<file path="config.mk">
export PLATFORM = sky130hd
export DESIGN_NAME = frc_top
export DESIGN_NICKNAME = d
export VERILOG_FILES = /design/src/rtl/frc_settle.v /design/src/rtl/frc_top.v
export VERILOG_INCLUDE_DIRS = /design/src /design/src/rtl
export SDC_FILE = /design/constraint.sdc
export NUM_CORES = 1
export LEC_CHECK = 0
export ABC_AREA = 1
export ABC_CLOCK_PERIOD_IN_PS = 2360
export BUFFER_PORTS_ARGS = -buffer_cell sky130_fd_sc_hd__buf_2
export CELL_PAD_IN_SITES_DETAIL_PLACEMENT = 1
export CELL_PAD_IN_SITES_GLOBAL_PLACEMENT = 2
export CORE_AREA = 2 2 130 132
export CTS_CLUSTER_SIZE = 12
export DETAILED_ROUTE_END_ITERATION = 12
export DIE_AREA = 0 0 132 134
export PLACE_DENSITY = 0.84
export SYNTH_ARGS = -nofsm -noshare
export SYNTH_HDL_FRONTEND = slang
export SYNTH_SLANG_ARGS = --single-unit
</file>
<file path="constraint.sdc">
create_clock -name clock_i -period 2.36 [get_ports clock_i]
set_input_delay 0.236 -clock clock_i [delete_from_list [all_inputs] [get_ports clock_i]]
set_output_delay 0.236 -clock clock_i [all_outputs]
set_load 0.01 [all_outputs]
</file>
<file path="src/rtl/frc_consts.vh">
`ifndef FRC_CONSTS_VH
`define FRC_CONSTS_VH
`define FRC_ADDR_W 4
`define FRC_ADDR_CTRL 4'h0
`define FRC_ADDR_STAT 4'h1
`define FRC_ADDR_TEMP 4'h2
`define FRC_ADDR_TICK 4'h3
`define FRC_BIT_EN 7
`define FRC_BIT_RDY 6
`define FRC_BIT_TEMP_SENSE_ENABLE 5
`define FRC_BIT_TEMP_RANGE_SELECT 4
`define FRC_CDA_HI 3
`define FRC_CDA_LO 2
`define FRC_ADC_HI 1
`define FRC_ADC_LO 0
`define FRC_CTRL_RST 8'h00
`define FRC_CTRL_WMASK 8'hBF
`define FRC_GAIN_OFF 2'h0
`define FRC_GAIN_1X 2'h1
`define FRC_GAIN_2X 2'h2
`define FRC_GAIN_4X 2'h3
`define FRC_BUF_SETTLE_NS 30000
`define FRC_TEMP_ACQ_NS 200000
`define FRC_CLK_NS 10
`define FRC_CNT_W 16
`define FRC_TEMP_CHAN 6'h1D
`define FRC_FLAGS_W 2
`define FRC_FLAGS_RST 2'h0
`define FRC_RDATA_RST 8'h00
`define FRC_ST_ADC 0
`define FRC_ST_CDA 1
`define FRC_ST_REF 2
`define FRC_ST_RDY 3
`define FRC_TF_SEL 0
`define FRC_TF_GAP 1
`define FRC_TF_OK 2
`endif

</file>
<file path="src/rtl/frc_settle.v">
`include "frc_consts.vh"
`default_nettype none
module frc_settle (
	input wire clock_i,
	input wire rstn_i,
	input wire start_i,
	input wire hold_i,
	input wire [`FRC_CNT_W-1:0] len_i,
	output reg done_o
);
	reg [`FRC_CNT_W-1:0] cnt_q;
	always @(posedge clock_i or negedge rstn_i) begin
		if (!rstn_i) begin
			cnt_q <= {`FRC_CNT_W{1'b0}};
			done_o <= 1'b0;
		end else if (!hold_i || start_i) begin
			cnt_q <= {`FRC_CNT_W{1'b0}};
			done_o <= 1'b0;
		end else if (!done_o) begin
			if (cnt_q + 1'b1 >= len_i)
				done_o <= 1'b1;
			cnt_q <= cnt_q + 1'b1;
		end
	end
endmodule // frc_settle
`default_nettype wire

</file>
<file path="src/rtl/frc_top.v">
// Function
// - Reference powered while enable bit set, off while clear.
// - Two independent gain buffers: converter path and DAC/comparator path.
// - Ready bit sets after reference and buffers settle.
// - Converter gain: 11 is 4x, 10 is 2x, 01 is 1x, 00 off.
// - DAC/comparator gain uses same encoding, independent field.
// - Temperature indicator on while sensor enable bit set.
// - Range bit one selects high range, zero low range.
// - Indicator output appears on a reserved converter channel.
`include "frc_consts.vh"
`default_nettype none
module frc_top #(
	parameter [`FRC_CNT_W-1:0] REF_SETTLE_CYC = 16'h0064
) (
	input wire clock_i,
	input wire rstn_i,
	input wire [`FRC_ADDR_W-1:0] addr_i,
	input wire [7:0] wdata_i,
	input wire wr_i,
	input wire rd_i,
	output reg [7:0] rdata_o,
	input wire [5:0] adc_chan_i,
	input wire adc_conv_start_i,
	output wire ref_power_o,
	output wire [1:0] adc_gain_o,
	output wire adc_buf_on_o,
	output wire [1:0] cda_gain_o,
	output wire cda_buf_on_o,
	output wire temp_on_o,
	output wire temp_high_range_o,
	output wire temp_on_chan_o,
	output wire temp_acq_ok_o
);
	// Spans in clock cycles, rounded up so a wait is never cut short
	localparam integer BUF_CYC_I =
		(`FRC_BUF_SETTLE_NS + `FRC_CLK_NS - 1) / `FRC_CLK_NS;
	localparam integer ACQ_CYC_I =
		(`FRC_TEMP_ACQ_NS + `FRC_CLK_NS - 1) / `FRC_CLK_NS;
	localparam [`FRC_CNT_W-1:0] BUF_CYC = BUF_CYC_I[`FRC_CNT_W-1:0];
	localparam [`FRC_CNT_W-1:0] ACQ_CYC = ACQ_CYC_I[`FRC_CNT_W-1:0];
	localparam integer NBUF = 2;
	localparam integer GW = 2;

	reg [7:0] ctrl_q;
	reg [7:0] ctrl_d;
	reg [NBUF*GW-1:0] gain_prev_q;
	reg [`FRC_FLAGS_W-1:0] acq_flags_q;
	reg [`FRC_FLAGS_W-1:0] acq_flags_d;
	reg [7:0] rdata_d;
	reg [7:0] ctrl_rd;
	reg [7:0] stat_rd;
	reg [7:0] temp_rd;
	reg ref_power_q;
	reg [GW-1:0] adc_gain_q;
	reg [GW-1:0] cda_gain_q;
	reg adc_buf_on_q;
	reg cda_buf_on_q;
	reg temp_on_q;
	reg temp_range_q;

	wire wr_ctrl;
	wire wr_temp;
	wire ref_en;
	wire [GW-1:0] adc_g;
	wire [GW-1:0] cda_g;
	wire [GW-1:0] adc_g_d;
	wire [GW-1:0] cda_g_d;
	wire adc_buf_on_d;
	wire cda_buf_on_d;
	wire [NBUF*GW-1:0] buf_gain;
	wire [NBUF-1:0] buf_on;
	wire [NBUF-1:0] buf_start;
	wire [NBUF-1:0] buf_done;
	wire ref_start;
	wire ref_done;
	wire adc_done;
	wire cda_done;
	wire sel_done;
	wire gap_done;
	wire on_chan;
	wire ready;

	assign wr_ctrl = wr_i && (addr_i == `FRC_ADDR_CTRL);
	assign wr_temp = wr_i && (addr_i == `FRC_ADDR_TEMP);
	assign ref_en = ctrl_q[`FRC_BIT_EN];
	assign adc_g = ctrl_q[`FRC_ADC_HI:`FRC_ADC_LO];
	assign cda_g = ctrl_q[`FRC_CDA_HI:`FRC_CDA_LO];
	assign buf_gain = {cda_g, adc_g};
	// Only a rising enable restarts the reference; rewrites while on do not
	assign ref_start = wr_ctrl && wdata_i[`FRC_BIT_EN] && !ref_en;
	assign on_chan = (adc_chan_i == `FRC_TEMP_CHAN);

	// Next control value; the ready bit is never writable
	always @* begin
		ctrl_d = ctrl_q;
		if (wr_ctrl)
			ctrl_d = wdata_i & `FRC_CTRL_WMASK;
	end

	always @(posedge clock_i or negedge rstn_i) begin
		if (!rstn_i)
			ctrl_q <= `FRC_CTRL_RST;
		else
			ctrl_q <= ctrl_d;
	end

	always @(posedge clock_i or negedge rstn_i) begin
		if (!rstn_i)
			gain_prev_q <= {NBUF{`FRC_GAIN_OFF}};
		else
			gain_prev_q <= buf_gain;
	end

	// Output flops load from the next control value, so they track ctrl_q
	// with no extra cycle of lag
	assign adc_g_d = ctrl_d[`FRC_ADC_HI:`FRC_ADC_LO];
	assign cda_g_d = ctrl_d[`FRC_CDA_HI:`FRC_CDA_LO];
	// Buffers are gated by the reference: no reference, nothing to amplify
	assign adc_buf_on_d = ctrl_d[`FRC_BIT_EN] &&
		(adc_g_d != `FRC_GAIN_OFF);
	assign cda_buf_on_d = ctrl_d[`FRC_BIT_EN] &&
		(cda_g_d != `FRC_GAIN_OFF);

	always @(posedge clock_i or negedge rstn_i) begin
		if (!rstn_i) begin
			ref_power_q <= 1'b0;
			adc_gain_q <= `FRC_GAIN_OFF;
			cda_gain_q <= `FRC_GAIN_OFF;
			adc_buf_on_q <= 1'b0;
			cda_buf_on_q <= 1'b0;
			temp_on_q <= 1'b0;
			temp_range_q <= 1'b0;
		end else begin
			ref_power_q <= ctrl_d[`FRC_BIT_EN];
			adc_gain_q <= adc_g_d;
			cda_gain_q <= cda_g_d;
			adc_buf_on_q <= adc_buf_on_d;
			cda_buf_on_q <= cda_buf_on_d;
			temp_on_q <= ctrl_d[`FRC_BIT_TEMP_SENSE_ENABLE];
			temp_range_q <= ctrl_d[`FRC_BIT_TEMP_RANGE_SELECT];
		end
	end

	assign ref_power_o = ref_power_q;
	assign adc_gain_o = adc_gain_q;
	assign cda_gain_o = cda_gain_q;
	assign adc_buf_on_o = adc_buf_on_q;
	assign cda_buf_on_o = cda_buf_on_q;
	assign temp_on_o = temp_on_q;
	assign temp_high_range_o = temp_range_q;
	// Channel select is a live input, so this flag follows it at once
	assign temp_on_chan_o = temp_on_q && on_chan;

	frc_settle u_ref (
		.clock_i(clock_i),
		.rstn_i(rstn_i),
		.start_i(ref_start),
		.hold_i(ref_en),
		.len_i(REF_SETTLE_CYC),
		.done_o(ref_done)
	);

	// One settle timer per gain buffer; a new code or a fresh reference
	// enable restarts it, so ready drops while the buffer re-settles
	genvar b;
	generate
		for (b = 0; b < NBUF; b = b + 1) begin : g_buf
			wire [GW-1:0] code;
			wire [GW-1:0] code_prev;
			assign code = buf_gain[b*GW +: GW];
			assign code_prev = gain_prev_q[b*GW +: GW];
			assign buf_on[b] = ref_en && (code != `FRC_GAIN_OFF);
			assign buf_start[b] = (code != code_prev) || ref_start;
			frc_settle u_settle (
				.clock_i(clock_i),
				.rstn_i(rstn_i),
				.start_i(buf_start[b]),
				.hold_i(1'b1),
				.len_i(BUF_CYC),
				.done_o(buf_done[b])
			);
		end
	endgenerate

	assign adc_done = buf_done[0];
	assign cda_done = buf_done[1];

	assign ready = ref_en && ref_done &&
		(adc_done || !buf_on[0]) && (cda_done || !buf_on[1]);

	// Acquisition guard: status only, conversions are never blocked
	frc_settle u_sel (
		.clock_i(clock_i),
		.rstn_i(rstn_i),
		.start_i(1'b0),
		.hold_i(temp_on_chan_o),
		.len_i(ACQ_CYC),
		.done_o(sel_done)
	);
	frc_settle u_gap (
		.clock_i(clock_i),
		.rstn_i(rstn_i),
		.start_i(adc_conv_start_i),
		.hold_i(1'b1),
		.len_i(ACQ_CYC),
		.done_o(gap_done)
	);
	assign temp_acq_ok_o = sel_done && gap_done;

	// Sticky violation flags; a violation in the clearing cycle wins
	always @* begin
		acq_flags_d = acq_flags_q;
		if (wr_temp)
			acq_flags_d = acq_flags_q & ~wdata_i[`FRC_TF_GAP:`FRC_TF_SEL];
		if (adc_conv_start_i && temp_on_chan_o) begin
			if (!sel_done)
				acq_flags_d[`FRC_TF_SEL] = 1'b1;
			if (!gap_done)
				acq_flags_d[`FRC_TF_GAP] = 1'b1;
		end
	end

	always @(posedge clock_i or negedge rstn_i) begin
		if (!rstn_i)
			acq_flags_q <= `FRC_FLAGS_RST;
		else
			acq_flags_q <= acq_flags_d;
	end

	// Control view: live ready replaces the unwritable bit
	always @* begin
		ctrl_rd = ctrl_q;
		ctrl_rd[`FRC_BIT_RDY] = ready;
	end

	always @* begin
		stat_rd = `FRC_RDATA_RST;
		stat_rd[`FRC_ST_ADC] = adc_done;
		stat_rd[`FRC_ST_CDA] = cda_done;
		stat_rd[`FRC_ST_REF] = ref_done;
		stat_rd[`FRC_ST_RDY] = ready;
	end

	always @* begin
		temp_rd = `FRC_RDATA_RST;
		temp_rd[`FRC_TF_SEL] = acq_flags_q[`FRC_TF_SEL];
		temp_rd[`FRC_TF_GAP] = acq_flags_q[`FRC_TF_GAP];
		temp_rd[`FRC_TF_OK] = temp_acq_ok_o;
	end

	// Read data stand for one cycle only, zero otherwise
	always @* begin
		rdata_d = `FRC_RDATA_RST;
		if (rd_i) begin
			case (addr_i)
			`FRC_ADDR_CTRL: rdata_d = ctrl_rd;
			`FRC_ADDR_STAT: rdata_d = stat_rd;
			`FRC_ADDR_TEMP: rdata_d = temp_rd;
			default: rdata_d = `FRC_RDATA_RST;
			endcase
		end
	end

	always @(posedge clock_i or negedge rstn_i) begin
		if (!rstn_i)
			rdata_o <= `FRC_RDATA_RST;
		else
			rdata_o <= rdata_d;
	end
endmodule // frc_top
`default_nettype wire

</file>
==> out/summary.txt <==
Worst endpoint data arrival time - 2100 ps
Crit start category - flop
Layout Skew - 7.95 ps
Via density - 5.08
# setup viols final - 0
Worst slack, placed - 482 ps
Final Max Tran Viols - 0
Worst setup margin - 502 ps
Residual DRC - 0
ANT cells - 0
Synthesized area per cell - 7.43 um^2
Clk_lat worst skew - 360 ps
I/O pin total - 42
Reg clk slew, reported paths - 70 ps
Setup TNS - 0 ps
R2r startpoint - u_ref.cnt_q[0]$_DFFE_PN0P_
Leakage dissipation - 3.14 nW
CTS tree - built
Placed cell areas - 6600 um^2
Core area - 16300 um^2
PwrDens - 602 nW/um^2
Clk root buf - clkbuf_16
Crit path kind - flop to flop
Initial antenna violation count - 1
Syn-to-layout area delta - 12.8%
Clock sinks - 108
Worst R2R Path Depth - 10
Total GRT Usage - 19.6%
CTS buffer count - 9
Die area - 17700 um^2
Dpl hpwl - 12600 um
Crit-path max FO - 4
Unrepaired setup endpoints after global routing - false
Site Rows - 47
DRT Pass-1 Iters - 4
Total congestion overflow - 0
Vias - 5583
Layout cell share with drive strength beyond 1 - 11.4%
WHS Path Cells - 3
Hold endpoint - ctrl_q[4]$_DFFE_PN0P_
Hold path startpoint - wdata_i[4]
Nets - 901
Clk buf depth - 2
Gates resized, CTS repair - 0
Crit path required time - 2610 ps
Sequential share of the synthesized area - 44.2%
DR iter-0 viols - 206
Post-synthesis cell type count - 38
Final Hold Fails - 0
Min cycle time layout - 1860 ps
H-tree Lvls - 3
Worst rel slew slack - 59.4%
Routed WL - 16600 um
Fmax - 538 MHz
Starting density of the core - 37.5%
Finished Cell Area - 6900 um^2
Total Power - 0.00415 W
Yosys Warn Count - 0
MaxCap Viol Count - 0
FF+latch count, synth - 108
Syn nets - 851
Die H - 134 um
Worst R2R Setup Slack - 500 ps
Die X - 132 um
Measured slew at the worst slew-check pin - 609 ps
Tcrit/Tclk final - 78.7%
# port buffers - 40
Post-Syn Area - 6120 um^2
Routed Antenna Nets - 0
Vias in the first global route - 5863
Routed len/inst - 15.1 um
Post-Syn Instances - 823
R2r endpoint - u_ref.done_o$_DFF_PN0_
First-pass GRT wire length - 28000 um
VDD IR max - 0.344 mV
RD Place Congestion - 0.815
Largest net degree at the start of global routing - 109
Hold Path Class - input pin to flop
Outcome - finished, final reports clean
Crit. End Element - flop
layout make-up:
type	count	area, um^2
Multi-Input combinational cell	591	2940
Fill cell	2082	9390
Timing Repair Buffer	45	255
Clock inverter	1	5.00
Clock buffer	15	278
Inverter	118	443
Tap cell	220	275
Sequential cell	108	2700
critical path, stage by stage (launching register included):
cell,delay (ps)
dfrtp_1,420
ha_1,220
nand3_1,140
nor2_1,230
nand2_1,120
o21ai_1,140
nand2_1,90
nor2_1,110
nand3_1,80
nor2_1,140
nor2_1,50
placed cells by master, fill, tap and decap left out, types with 21 or more instances in the layout:
master     n
o22ai_1   21
buf_2     39
nand4_1   23
a21oi_1   23
inv_1    107
nor2_1    79
dfrtp_1  108
nand3_1   58
o21ai_0   58
nand2_1  227
xor2_1    26
power by group:
group,switching (W),internal [W]
Sequential,0.000112,0.00197
Combinational,0.000389,0.000188
Clock,0.000687,0.000804
registers in the layout, summed over array words and instances (netlist names), 2 cells and up:
| name | count |
|---|---|
| acq_flags_q | 2 |
| ctrl_q | 5 |
| u_sel.cnt_q | 16 |
| rdata_o | 8 |
| u_gap.cnt_q | 16 |
| g_buf.u_settle.cnt_q | 32 |
| u_ref.cnt_q | 16 |
| g_buf.u_settle.done_o | 2 |
| gain_prev_q | 4 |
worst max-delay path by stage:
stage | startpoint | to | slack [ps] | depth (start not counted)
5_1_grt | u_ref.cnt_q[0]$_DFFE_PN0P_ | u_ref.done_o$_DFF_PN0_ | 280 | 10
3_5_place_dp | u_ref.cnt_q[0]$_DFFE_PN0P_ | u_ref.done_o$_DFF_PN0_ | 480 | 10
6_report | u_ref.cnt_q[0]$_DFFE_PN0P_ | u_ref.done_o$_DFF_PN0_ | 500 | 10
2_1_floorplan | u_ref.cnt_q[0]$_DFFE_PN0P_ | u_ref.done_o$_DFF_PN0_ | 860 | 10
3_3_place_gp | u_ref.cnt_q[0]$_DFFE_PN0P_ | u_ref.done_o$_DFF_PN0_ | 570 | 10
4_1_cts | u_ref.cnt_q[0]$_DFFE_PN0P_ | u_ref.done_o$_DFF_PN0_ | 460 | 10
Yosys cell counts, drive strengths merged:
cell type / count / area (um^2)
nand3b: 3 / 22.5
dfrtp: 108 / 2700
a31oi: 1 / 6.26
xor2: 26 / 228
nor2: 91 / 397
a21boi: 1 / 7.51
clkinv: 5 / 18.8
buf: 3 / 21.3
or2: 2 / 12.5
nor3: 17 / 106
ha: 5 / 62.6
nand4: 24 / 156
clkbuf: 3 / 11.3
nor4: 2 / 12.5
nand3: 65 / 360
nor3b: 1 / 7.51
inv: 113 / 424
a22o: 1 / 8.76
a21oi: 23 / 115
o211ai: 3 / 22.5
xnor2: 2 / 25.0
nand2: 240 / 938
o22ai: 21 / 131
a211oi: 1 / 7.51
o21ai: 62 / 310
metrics by stage:
stage	util (%)	hold slack [ps]	std cells
3_5_place_dp	40.5	377	1081
5_1_grt	42.3	111	1098
4_1_cts	42.3	79.6	1098
2_1_floorplan	-	-59.6	823
6_report	42.3	96.6	1098
3_3_place_gp	40.5	379	1081
repair_timing:
action,4_1_cts,5_1_grt
buffers inserted,0,0
hold buffers,1,0
hold endpoints to repair,19,0
cell families (layout without fill, tap and decap cells):
kind of cell	count (synthesis)	count (layout)	share of synthesized area [%]
AO/OA/AOI/OAI	113	113	9.96
XOR/XNOR	28	28	4.13
adder cells (fa/ha/maj)	5	5	1.02
buffers and inverters	124	179	7.77
flip-flops	108	108	44.2
AND/OR/NAND/NOR	445	445	32.9
routing by layer:
layer  wire length, um  GRT usage, %  up-vias  share of wire (%)
li1                  -             -     2762                  -
met1              7590          24.3     2754                 46
met2              8340          35.2       51                 50
met3               357          2.68       16                2.2
met4               272          6.28        0                1.6
met5                 0             0        -                  0
(Power assumes the default switching activity.)
